### config.mk
export PLATFORM = sky130hd
export DESIGN_NAME = clk_switch_device_flat
export DESIGN_NICKNAME = d
export VERILOG_FILES = /design/src/verilog/clk_switch_pkg.sv /design/src/verilog/clk_switch_if.sv /design/src/verilog/clk_switch_device.sv /design/src/verilog/wait_counter.sv /design/src/flat_wrapper.sv
export VERILOG_INCLUDE_DIRS = /design/src /design/src/verilog
export SDC_FILE = /design/constraint.sdc
export NUM_CORES = 1
export LEC_CHECK = 0
export ABC_AREA = 1
export BUFFER_PORTS_ARGS = -buffer_cell sky130_fd_sc_hd__buf_4
export CAP_MARGIN = 10
export CORE_UTILIZATION = 46
export DETAILED_ROUTE_END_ITERATION = 8
export PLACE_DENSITY = 0.65
export SETUP_SLACK_MARGIN = 0.15
export SYNTH_ARGS = -nofsm -noshare
export SYNTH_HDL_FRONTEND = slang
export SYNTH_SLANG_ARGS = --single-unit
### constraint.sdc
create_clock -name core_clk_in -period 10.74 [get_ports core_clk_in]
set_clock_uncertainty 0.2 [all_clocks]
set_input_delay 3.222 -clock core_clk_in [delete_from_list [all_inputs] [get_ports core_clk_in]]
set_output_delay 3.222 -clock core_clk_in [all_outputs]
set_load 0.05 [all_outputs]
### src/verilog/clk_switch_defs.svh
// Offsets, field positions, reset values and timing counts of the clock switchover block
`ifndef CLK_SWITCH_DEFS_SVH
`define CLK_SWITCH_DEFS_SVH

// Processor clock control register layout
`define CTRL_RESET         8'h04
`define CTRL_DIV_LSB       0
`define CTRL_DIV_MSB       2
`define CTRL_SRC_BIT       4
`define CTRL_STATUS_BIT    5
`define CTRL_FB_BIT        6
`define CTRL_STOP_BIT      7
`define SLOWEST_DIV        3'h4

// Oscillation mode selection register layout
`define MODE_RESET         8'h00
`define MODE_PRESCALE_BIT  0

// Link register select codes
`define SEL_CTRL           1'h0
`define SEL_MODE           1'h1

// Host register map
`define HOST_CTRL_ADDR     4'h0
`define HOST_MODE_ADDR     4'h1
`define HOST_STAT_ADDR     4'h2
`define STAT_READY_BIT     0
`define STAT_BUSY_BIT      1
`define STAT_OSC_RUN_BIT   2
`define STAT_REFUSED_BIT   3
`define STAT_WAIT_BIT      4
`define STAT_SPLIT_BIT     5

// Timing
`define CORE_CLK_NS        100
`define MAIN_OSC_PERIOD_NS 200
`define MAIN_OSC_CYCLES    (`MAIN_OSC_PERIOD_NS / `CORE_CLK_NS)
`define MAIN_STAB_PERIODS  131072
`define MAIN_STAB_CYCLES   (`MAIN_STAB_PERIODS * `MAIN_OSC_CYCLES)
`define SUB_OSC_PERIOD_NS  30518
`define SUB_OSC_CYCLES     (`SUB_OSC_PERIOD_NS / `CORE_CLK_NS)
`define SUB_INSTR_PERIODS  4
`define SUB_INSTR_CYCLES   (`SUB_INSTR_PERIODS * `SUB_OSC_CYCLES)
`define SLOW_INSTR_NS      12800
`define SLOW_INSTR_CYCLES  (`SLOW_INSTR_NS / `CORE_CLK_NS)
`define SLOW_SHIFT         5
`define MAIN_PER_SUB       153
`define MAIN_LAT_MAX       16
`define STAB_CNT_W         19
`define STEP_CNT_W         11
`define LAT_CNT_W          8

`endif

### src/verilog/clk_switch_pkg.sv
// Types shared by the clock switchover device, its host and the wait counter
package clk_switch_pkg;

  typedef enum logic [2:0] {
    PH_STAB   = 3'h1,
    PH_RUN    = 3'h2,
    PH_SWITCH = 3'h4
  } dev_phase_type;

  typedef struct packed {
    dev_phase_type phase;
    logic          started;
    logic [2:0]    div_sel;
    logic          src_sel;
    logic          fb_ctrl;
    logic          osc_stop;
    logic          prescale;
    logic [2:0]    act_div;
    logic          act_src;
    logic [7:0]    lat_cnt;
    logic [10:0]   step_cnt;
    logic          step;
  } dev_regs_type;

  typedef struct packed {
    logic        cfg_wr;
    logic        cfg_sel;
    logic [7:0]  cfg_data;
    logic        split;
    logic [7:0]  split_data;
    logic        refused;
    logic [7:0]  rdata;
  } host_regs_type;

  typedef struct packed {
    logic [18:0] count;
  } wait_regs_type;

endpackage : clk_switch_pkg

### src/verilog/clk_switch_if.sv
// Link between the clock switchover device and its controlling host
`timescale 1ns/100ps
interface clk_switch_if;
  logic       cfg_wr;
  logic       cfg_sel;
  logic [7:0] cfg_data;
  logic [7:0] ctrl_rd;
  logic [7:0] mode_rd;
  logic       busy;
  logic       ready;
  logic       cpu_step;
  logic       main_osc_run;

  modport device (
    input  cfg_wr, cfg_sel, cfg_data,
    output ctrl_rd, mode_rd, busy, ready, cpu_step, main_osc_run
  );

  modport host (
    output cfg_wr, cfg_sel, cfg_data,
    input  ctrl_rd, mode_rd, busy, ready, cpu_step, main_osc_run
  );
endinterface : clk_switch_if

### src/verilog/clk_switch_device.sv
// CPU clock selection and switchover logic with reset stabilisation wait
//
// Summary of operation
// - Divider bits 0-2, source select bit 4
// - Old clock runs on for some instructions
// - Bit 5 shows the active clock source
// - Main divider change: 1 to 16 instructions
// - Main to sub: ratio over 2..64
// - Latency counted in old-clock instructions
// - Host splits divider and main-to-sub changes
// - Sub-to-main write may change divider too
// - Wait 2^17 main periods after reset
// - Start at slowest main speed after wait, or at a setting written during it
// - Host moves to sub only when stable
// - Host times restart stabilisation; holds return only while a wait from an earlier write runs
// - Stop bit acts only while on sub
// - Reset values 04H and 00H
// - Sub clock instruction time ignores divider
// - Prescale bit clear halves main system clock
//
// The placing of the registers and the plain strobed port were decided locally.
`timescale 1ns/100ps
`include "clk_switch_defs.svh"
module clk_switch_device #(
  parameter int STAB_CYCLES = `MAIN_STAB_CYCLES
) (
  // Clock and reset
  input  wire logic       core_clk_in,
  input  wire logic       reset_in,
  // Link to the host
  clk_switch_if.device    link,
  // CPU side
  output logic            cpu_step_out,
  output logic            cpu_ready_out,
  output logic            cpu_on_sub_out,
  output logic [2:0]      cpu_div_out,
  // Oscillator control
  output logic            main_osc_enable_out,
  output logic            sub_feedback_off_out
);
  clk_switch_pkg::dev_regs_type r_reg;
  clk_switch_pkg::dev_regs_type r_next;

  logic                   stab_busy;
  logic                   stab_load;
  logic [2:0]             eff_div;
  logic [2:0]             main_shift;
  logic [`STEP_CNT_W-1:0] period;
  logic                   osc_run;
  logic                   src_runs;
  logic                   new_src;
  logic [2:0]             new_div;
  logic [`LAT_CNT_W-1:0]  latency;

  // Named so the reset branch can pick fields out of them
  localparam logic [7:0] CTRL_INIT = `CTRL_RESET;
  localparam logic [7:0] MODE_INIT = `MODE_RESET;

  // Ceiling of the main-to-sub ratio over 2^k
  function automatic logic [`LAT_CNT_W-1:0] sub_latency(input logic [2:0] k);
    int unsigned v;
    v = (`MAIN_PER_SUB + (1 << k) - 1) >> k;
    if (v == 0) begin
      v = 1;
    end
    return `LAT_CNT_W'(v);
  endfunction : sub_latency

  wait_counter u_stab (
    .core_clk_in   (core_clk_in),
    .reset_in      (reset_in),
    .load_in       (stab_load),
    .load_value_in (`STAB_CNT_W'(STAB_CYCLES)),
    .busy_out      (stab_busy)
  );

  // Settings 5..7 are prohibited; treat them as the slowest
  assign eff_div    = (r_reg.act_div > `SLOWEST_DIV) ? `SLOWEST_DIV : r_reg.act_div;
  assign main_shift = 3'(eff_div + {2'h0, ~r_reg.prescale});

  // Main instruction time halves per divider step below slowest
  always_comb begin
    if (r_reg.act_src) begin
      period = `STEP_CNT_W'(`SUB_INSTR_CYCLES);
    end else begin
      period = `STEP_CNT_W'(`SLOW_INSTR_CYCLES >> (3'(`SLOW_SHIFT) - main_shift));
    end
  end

  // Stopping the oscillator while the CPU still runs on it would hang the core
  assign osc_run  = ~(r_reg.osc_stop & r_reg.act_src);
  assign src_runs = r_reg.act_src | osc_run;

  assign new_src = link.cfg_data[`CTRL_SRC_BIT];
  assign new_div = link.cfg_data[`CTRL_DIV_MSB:`CTRL_DIV_LSB];

  // Latency in instructions of the clock now in effect
  always_comb begin
    latency = `LAT_CNT_W'(1);
    if (!r_reg.act_src && new_src) begin
      latency = sub_latency(3'(main_shift + 3'h1));
    end else if (!r_reg.act_src && !new_src && new_div != r_reg.act_div) begin
      if (new_div > `SLOWEST_DIV) begin
        latency = `LAT_CNT_W'(1);
      end else begin
        latency = `LAT_CNT_W'(`MAIN_LAT_MAX >> new_div);
      end
    end
  end

  always_comb begin
    r_next      = r_reg;
    r_next.step = 1'b0;
    stab_load   = 1'b0;
    unique case (r_reg.phase)
      clk_switch_pkg::PH_STAB: begin
        if (!r_reg.started) begin
          stab_load      = 1'b1;
          r_next.started = 1'b1;
        end else if (!stab_busy) begin
          r_next.phase    = clk_switch_pkg::PH_RUN;
          r_next.step_cnt = '0;
        end
      end
      clk_switch_pkg::PH_RUN,
      clk_switch_pkg::PH_SWITCH: begin
        if (src_runs) begin
          if (r_reg.step_cnt >= period - `STEP_CNT_W'(1)) begin
            r_next.step     = 1'b1;
            r_next.step_cnt = '0;
          end else begin
            r_next.step_cnt = r_reg.step_cnt + `STEP_CNT_W'(1);
          end
        end
        // Count down only on instruction boundaries of the old clock
        if (r_reg.phase == clk_switch_pkg::PH_SWITCH && r_next.step) begin
          if (r_reg.lat_cnt <= `LAT_CNT_W'(1)) begin
            r_next.act_div = r_reg.div_sel;
            r_next.act_src = r_reg.src_sel;
            r_next.phase   = clk_switch_pkg::PH_RUN;
            r_next.lat_cnt = '0;
          end else begin
            r_next.lat_cnt = r_reg.lat_cnt - `LAT_CNT_W'(1);
          end
        end
      end
    endcase

    if (link.cfg_wr) begin
      if (link.cfg_sel == `SEL_CTRL) begin
        r_next.div_sel  = new_div;
        r_next.src_sel  = new_src;
        r_next.fb_ctrl  = link.cfg_data[`CTRL_FB_BIT];
        r_next.osc_stop = link.cfg_data[`CTRL_STOP_BIT];
        if (r_reg.phase == clk_switch_pkg::PH_STAB) begin
          // CPU not yet running, nothing to hand over
          r_next.act_div = new_div;
          r_next.act_src = new_src;
        end else begin
          // A later write restarts the count with the newest target
          r_next.phase   = clk_switch_pkg::PH_SWITCH;
          r_next.lat_cnt = latency;
        end
      end else begin
        r_next.prescale = link.cfg_data[`MODE_PRESCALE_BIT];
      end
    end
  end

  always_ff @(posedge core_clk_in or posedge reset_in) begin
    if (reset_in) begin
      r_reg          <= '0;
      r_reg.phase    <= clk_switch_pkg::PH_STAB;
      r_reg.div_sel  <= CTRL_INIT[`CTRL_DIV_MSB:`CTRL_DIV_LSB];
      r_reg.src_sel  <= CTRL_INIT[`CTRL_SRC_BIT];
      r_reg.fb_ctrl  <= CTRL_INIT[`CTRL_FB_BIT];
      r_reg.osc_stop <= CTRL_INIT[`CTRL_STOP_BIT];
      r_reg.prescale <= MODE_INIT[`MODE_PRESCALE_BIT];
      r_reg.act_div  <= CTRL_INIT[`CTRL_DIV_MSB:`CTRL_DIV_LSB];
      r_reg.act_src  <= CTRL_INIT[`CTRL_SRC_BIT];
    end else begin
      r_reg <= r_next;
    end
  end

  // Readback; status bit is the source actually in use
  always_comb begin
    link.ctrl_rd                               = '0;
    link.ctrl_rd[`CTRL_DIV_MSB:`CTRL_DIV_LSB]  = r_reg.div_sel;
    link.ctrl_rd[`CTRL_SRC_BIT]                = r_reg.src_sel;
    link.ctrl_rd[`CTRL_STATUS_BIT]             = r_reg.act_src;
    link.ctrl_rd[`CTRL_FB_BIT]                 = r_reg.fb_ctrl;
    link.ctrl_rd[`CTRL_STOP_BIT]               = r_reg.osc_stop;
    link.mode_rd                               = '0;
    link.mode_rd[`MODE_PRESCALE_BIT]           = r_reg.prescale;
  end

  assign link.busy         = (r_reg.phase == clk_switch_pkg::PH_SWITCH);
  assign link.ready        = (r_reg.phase != clk_switch_pkg::PH_STAB);
  assign link.cpu_step     = r_reg.step;
  assign link.main_osc_run = osc_run;

  assign cpu_step_out         = r_reg.step;
  assign cpu_ready_out        = (r_reg.phase != clk_switch_pkg::PH_STAB);
  assign cpu_on_sub_out       = r_reg.act_src;
  assign cpu_div_out          = r_reg.act_div;
  // Oscillator left running during reset itself, as stop and source both reset to 0
  assign main_osc_enable_out  = osc_run;
  assign sub_feedback_off_out = r_reg.fb_ctrl;
endmodule : clk_switch_device

### src/verilog/wait_counter.sv
// Loadable down counter that times oscillator stabilisation
`timescale 1ns/100ps
`include "clk_switch_defs.svh"
module wait_counter (
  // Clock and reset
  input  wire logic                   core_clk_in,
  input  wire logic                   reset_in,
  // Control
  input  wire logic                   load_in,
  input  wire logic [`STAB_CNT_W-1:0] load_value_in,
  // Status
  output logic                        busy_out
);
  clk_switch_pkg::wait_regs_type r_reg;
  clk_switch_pkg::wait_regs_type r_next;

  always_comb begin
    r_next = r_reg;
    if (load_in) begin
      r_next.count = load_value_in;
    end else if (r_reg.count != '0) begin
      r_next.count = r_reg.count - 19'h1;
    end
  end

  always_ff @(posedge core_clk_in or posedge reset_in) begin
    if (reset_in) begin
      r_reg <= '0;
    end else begin
      r_reg <= r_next;
    end
  end

  assign busy_out = (r_reg.count != '0);
endmodule : wait_counter

### src/flat_wrapper.sv
// flat-port wrapper written by rule: the top's interface ports become plain ports
module clk_switch_device_flat 
#(
  parameter int STAB_CYCLES = `MAIN_STAB_CYCLES
)
  (core_clk_in, reset_in, cpu_step_out, cpu_ready_out, cpu_on_sub_out, cpu_div_out, main_osc_enable_out, sub_feedback_off_out, link_cfg_wr, link_cfg_sel, link_cfg_data, link_ctrl_rd, link_mode_rd, link_busy, link_ready, link_cpu_step, link_main_osc_run);
  clk_switch_if link_i ();
  input  wire logic core_clk_in;
  input  wire logic reset_in;
  output logic cpu_step_out;
  output logic cpu_ready_out;
  output logic cpu_on_sub_out;
  output logic [2:0] cpu_div_out;
  output logic main_osc_enable_out;
  output logic sub_feedback_off_out;
  input wire logic [$bits(link_i.cfg_wr)-1:0] link_cfg_wr;
  input wire logic [$bits(link_i.cfg_sel)-1:0] link_cfg_sel;
  input wire logic [$bits(link_i.cfg_data)-1:0] link_cfg_data;
  output wire logic [$bits(link_i.ctrl_rd)-1:0] link_ctrl_rd;
  output wire logic [$bits(link_i.mode_rd)-1:0] link_mode_rd;
  output wire logic [$bits(link_i.busy)-1:0] link_busy;
  output wire logic [$bits(link_i.ready)-1:0] link_ready;
  output wire logic [$bits(link_i.cpu_step)-1:0] link_cpu_step;
  output wire logic [$bits(link_i.main_osc_run)-1:0] link_main_osc_run;
  assign link_i.cfg_wr = link_cfg_wr;
  assign link_i.cfg_sel = link_cfg_sel;
  assign link_i.cfg_data = link_cfg_data;
  assign link_ctrl_rd = link_i.ctrl_rd;
  assign link_mode_rd = link_i.mode_rd;
  assign link_busy = link_i.busy;
  assign link_ready = link_i.ready;
  assign link_cpu_step = link_i.cpu_step;
  assign link_main_osc_run = link_i.main_osc_run;
  clk_switch_device #(.STAB_CYCLES(STAB_CYCLES)) u_core (.core_clk_in(core_clk_in), .reset_in(reset_in), .link(link_i), .cpu_step_out(cpu_step_out), .cpu_ready_out(cpu_ready_out), .cpu_on_sub_out(cpu_on_sub_out), .cpu_div_out(cpu_div_out), .main_osc_enable_out(main_osc_enable_out), .sub_feedback_off_out(sub_feedback_off_out));
endmodule
# --- Word-level counts from Yosys, hierarchy flattened ---
# Cells that the tools add are included.
op_classes:
  add_sub_neg: 9
  magnitude_cmp: 4
  eq_ne: 8
  n_shift: 4
  mux: 34
  bitwise: 5
  reduce_logical: 13
op_table:
  columns: ["operator", "count"]
  rows:
  - ["12-bit two-way mux", 6]
  - ["8-bit two-way mux", 6]
  - ["11-bit two-way mux", 4]
  - ["19-bit two-way mux", 2]
  - ["9-bit by 32-bit adder with 32-bit output, first input constant", 1]
  - ["32-bit logical NOT", 1]
  - ["1-bit by 3-bit left shift with 32-bit output, first input constant", 1]
  - ["32-bit by 3-bit right shift with 32-bit output", 1]
  - ["32-bit by 2-bit subtractor with 32-bit output, second input constant", 1]
  - ["3-bit two-way mux", 8]
  - ["11-bit case mux with 2 select lines", 1]
  - ["19-bit nonzero test", 1]
  - ["19-bit by 1-bit subtractor with 19-bit output, second input constant", 1]
  - ["11-bit by 1-bit adder with 11-bit output, second input constant", 1]
  - ["11-bit >= comparator", 1]
  - ["8-bit by 3-bit right shift with 11-bit output, first input constant", 1]
  - ["11-bit by 1-bit subtractor with 11-bit output, second input constant", 1]
  - ["8-bit by 1-bit less-or-equal comparator with 1-bit output, second input constant", 1]
  - ["4-bit two-way mux", 2]
  - ["5-bit by 3-bit right shift with 8-bit output, first input constant", 1]
  - ["8-bit by 1-bit subtractor with 8-bit output, second input constant", 1]
  - ["3-bit greater-than comparator, second input constant", 2]
  - ["3-bit case mux with 2 select lines", 1]
  - ["1-bit logical AND", 4]
  - ["19 further kinds", 27]
totals:
  register_bits: 54
  out_inout_bits: 28

# --- Logic depth before layout (Yosys ltp) ---
depth:
  ltp_word: 17
  depth_mapped: 30
  depth_no_buf: 30

# --- Hierarchy ---
# From an unflattened synthesis, not the netlist that was laid out.
unflattened:
  hier_cells: 619
  area_unflattened_um2: 4414.2
by_module_without_submodules:
  columns: ["mod", "n_inst", "cells_each", "area_each_um2", "seq_area_each_um2"]
  rows:
  - ["clk_switch_device", 1, 457, 3158.0, 879.6]
  - ["wait_counter", 1, 162, 1256.2, 475.5]

# --- Worst setup path before layout ---
# OpenSTA, ideal clock, no wires.
synth_path:
  path_kind: "register -> output"
  start: "register u_core.r_reg (netlist bit u_core.cpu_on_sub_out)"
  end: "output main_osc_enable_out"
  arrival_ps: 1505
  t_required_ps: 7318
  slack_ps: 5813
  stages_incl_launch_ff: 3
  n_path_buf: 1
  cell_sequence: "dfrtp_1 -> nand2_1 -> buf_4"
synth_via:
  elab_chain_cells: 2
synth_rtl:
  columns: ["element", "line_no", "source"]
  rows:
  - ["start: declaration", "clk_switch_device.sv:41", "clk_switch_pkg::dev_regs_type r_reg;"]
  - ["start signal: assignment", "clk_switch_device.sv:182", "r_reg <= r_next;"]
  - ["1-bit AND", "clk_switch_device.sv:91", "assign osc_run = ~(r_reg.osc_stop & r_reg.act_src);"]
  - ["1-bit inverter", "clk_switch_device.sv:91", null]
  - ["end: declaration", "flat_wrapper.sv:14", "output logic main_osc_enable_out;"]
# No other way between the ends.

# --- Final worst setup path ---
layout_path:
  start: "register u_core.r_reg[32] (netlist name)"
  end: "output link_busy"
layout_via:
  elab_chain_cells: 1
layout_rtl:
  columns: ["element", "line_no", "source"]
  rows:
  - ["3-bit == test", "clk_switch_device.sv:198", "assign link.busy = (r_reg.phase == clk_switch_pkg::PH_SWITCH);"]
  - ["end: declaration", "flat_wrapper.sv:21", "output wire logic [$bits(link_i.busy)-1:0] link_busy;"]
# No other way between the ends.

==> reports/results.txt <==
Rel. slew slack: 53.6%
Largest register FFs: 23
drt pass-1 iters: 4
post-synthesis adder-cell area fraction: 8.08%
Static Leak: 2.31 nW
vias in the first global route: 3,473
most numerous cell in the Yosys netlist: nand2_1
cell count after synthesis: 583
row cnt: 34
routed len/inst: 12.7 um
worst vdd ir: 0.126 mV
RSZ-0062 raised after global routing: no
# setup viols final: 0
hpwl dp: 7.05 mm
Period minus WS final: 4.87 ns
Worst Hold Class: flip-flop to flip-flop
Reg clk slew, reported paths: 0.09 ns
number of DRC markers in iteration 0: 188
r2r setup slk: 6.00 ns
I/O Pins: 40
Cell variety after synth: 41
Critical Path RT: 7.32 ns
post-synthesis sequential area ratio: 32.4%
power per cell area: 310 mW/mm2
vias: 3,671
Yosys top cell area share: 30.5%
Synth area leader: dfrtp_1
Synth Register Bits: 54
H-tree Lvls: 2
hold_ws: 0.286 ns
# diodes: 0
largest net degree at the start of global routing: 55
Primary FF master, synth: dfrtp_1
first-pass GRT wire length: 16.0 mm
later-pin clock latency in the skew report: 0.31 ns
P&R area growth vs syn: 6.94%
global-route usage over all layers: 20.2%
WL final: 9.04 mm
FFs w/ async S/R, synth: 100%
CORE AREA: 0.00876 mm2
Yosys warning count: 0
Longest Clk Path Bufs: 2
largest family of logic cells by synthesized area: simple AND/OR/NAND/NOR gates
Die Height: 97.3 um
Routed Antenna Nets: 0
status: finished, final reports clean
critical path fanouts, max: 7
startpoint types: flip-flop
Mean Syn Cell Area: 7.17 um2
Synth Area in Compound Gates: 7.84%
nets: 643
Setup WS post-layout: 5.87 ns
Mapped Area: 0.00418 mm2
Setup CP Type: flip-flop to primary output
TritonCTS sink count: 54
Die Wd: 97.3 um
DIE AREA: 0.00948 mm2
actual slew at the worst max-slew pin: 0.696 ns
max cap viols: 0
CTS tree: done
hold_buf cts: 0
Max Clk Rate: 205 MHz
xor and xnor area share after synthesis: 4.82%
DP Worst Slack: 5.93 ns
post-layout util: 51.0%
Max Slew Vio Count: 0
grt total ovfl: 0
post-synthesis mux area share: 0%
Synth area leaders: dfrtp_1 (31%), nand2_1 (12%), ha_1 (8.1%)
CTS Buf Count: 5
final setup TNS: 0 ns
post-CTS setup buffers: 0
Post-synth EDFFs: 0
data arrival time of the critical path: 1.45 ns
Final Cycle Share: 45.4%
drt drc: 0
Root Buffer: clkbuf_8
initial antenna violation count: 0
Post-Synth Simple-Gate Area: 33.6%
Fill cells: 882
Port Buf Inserts: 29
proportion of layout cells with a drive suffix above 1: 14.6%
Final Hold Viols: 0
routability cong.: 0.899
crit end category: primary output
top cells by count, synth: nand2_1 (129), inv_1 (81), nor2_1 (60)
Starting Density: 47.7%
number of cells upsized or downsized after cts: 0
Via-to-Cell Ratio: 5.16
## cell families (layout without fill, tap and decap cells)
logic type | after synthesis | after routing
AND/OR/NAND/NOR | 300 | 300
flip-flops | 54 | 54
other | 1 | 8
buffers and inverters | 122 | 136
AO/OA/AOI/OAI | 56 | 56
XOR/XNOR | 23 | 23
adder cells (fa/ha/maj) | 27 | 27
## worst max-delay path, stage by stage, from the launching register on
cell and delay, ns:
dfstp_2 0.57, inv_1 0.05, nand3_2 0.18, inv_1 0.14, buf_4 0.21
## cells in the final DEF (no fill, tap or decap), drive strengths merged
cell,Yosys,routed
o22ai,1,1
buf,24,31
clkbuf,0,6
nand4,15,15
nor2,74,74
a211oi,1,1
conb,1,8
nand3,50,50
o32ai,4,4
dfstp,3,3
o31ai,2,2
dfrtp,51,51
or2,3,3
o41ai,1,1
nand3b,1,1
clkinvlp,0,1
inv,98,98
nor3,17,17
xnor2,6,6
nor4,3,3
a31oi,2,2
xor2,17,17
o21ai,25,25
a21oi,16,16
and2,1,1
nand2,133,133
ha,27,27
o21bai,1,1
and3,3,3
o211ai,3,3
## per-stage QoR
stage / total power [mW] / cells / instance area, um2
finish: 1.39 / 712 / 4470
global route: 1.54 / 712 / 4470
CTS: 1.39 / 712 / 4470
detailed placement: 1.27 / 705 / 4390
global placement: 1.24 / 705 / 4390
floorplan: 1.08 / 590 / 4210
## report_power, final
| part | switching (mW) | internal [mW] | leakage (nW) |
|---|---|---|---|
| logic | 0.602 | 0.315 | 1.60 |
| registers | 0.0782 | 0.278 | 0.671 |
| clock network | 0.0672 | 0.0450 | 0.0373 |
## path summary, 6_finish.rpt
path / from / endpoint / cells after the start
worst max register to register: u_core.cpu_div_out[2]$_DFF_PP1_ / u_core.cpu_on_sub_out$_DFF_PP0_ / 28
min in group asynchronous: reset_in / u_core.link.ctrl_rd[4]$_DFFE_PP0P_ / 3
worst min-delay path: u_core.r_reg[32]$_DFF_PP1_ / u_core.r_reg[32]$_DFF_PP1_ / 2
worst max-delay path: u_core.r_reg[32]$_DFF_PP1_ / link_busy / 4
max in group asynchronous: reset_in / u_core.r_reg[8]$_DFFE_PP0P_ / 3
worst min register to register: u_core.r_reg[32]$_DFF_PP1_ / u_core.r_reg[32]$_DFF_PP1_ / 2
## routing by layer
layer / up-vias / GRT usage [%] / part of all wire, %
met4: 0 / 4.75 / 1.1
met2: 72 / 33.9 / 46
li1: 1880 / - / -
met3: 9 / 2.37 / 3.9
met5: - / 0 / 0
met1: 1710 / 28.0 / 49
## layout make-up
cell class / instances / area, um2 / share of cell area, %
Clock inverter: 1 / 7.51 / 0.168
Inverter: 98 / 368 / 8.23
Tap cell: 108 / 135 / 3.02
Multi-Input combinational cell: 414 / 2300 / 51.5
Sequential cell: 54 / 1360 / 30.3
Timing Repair Buffer: 31 / 233 / 5.20
Clock buffer: 6 / 72.6 / 1.62
No activity file was read; power rests on OpenSTA's default activity.
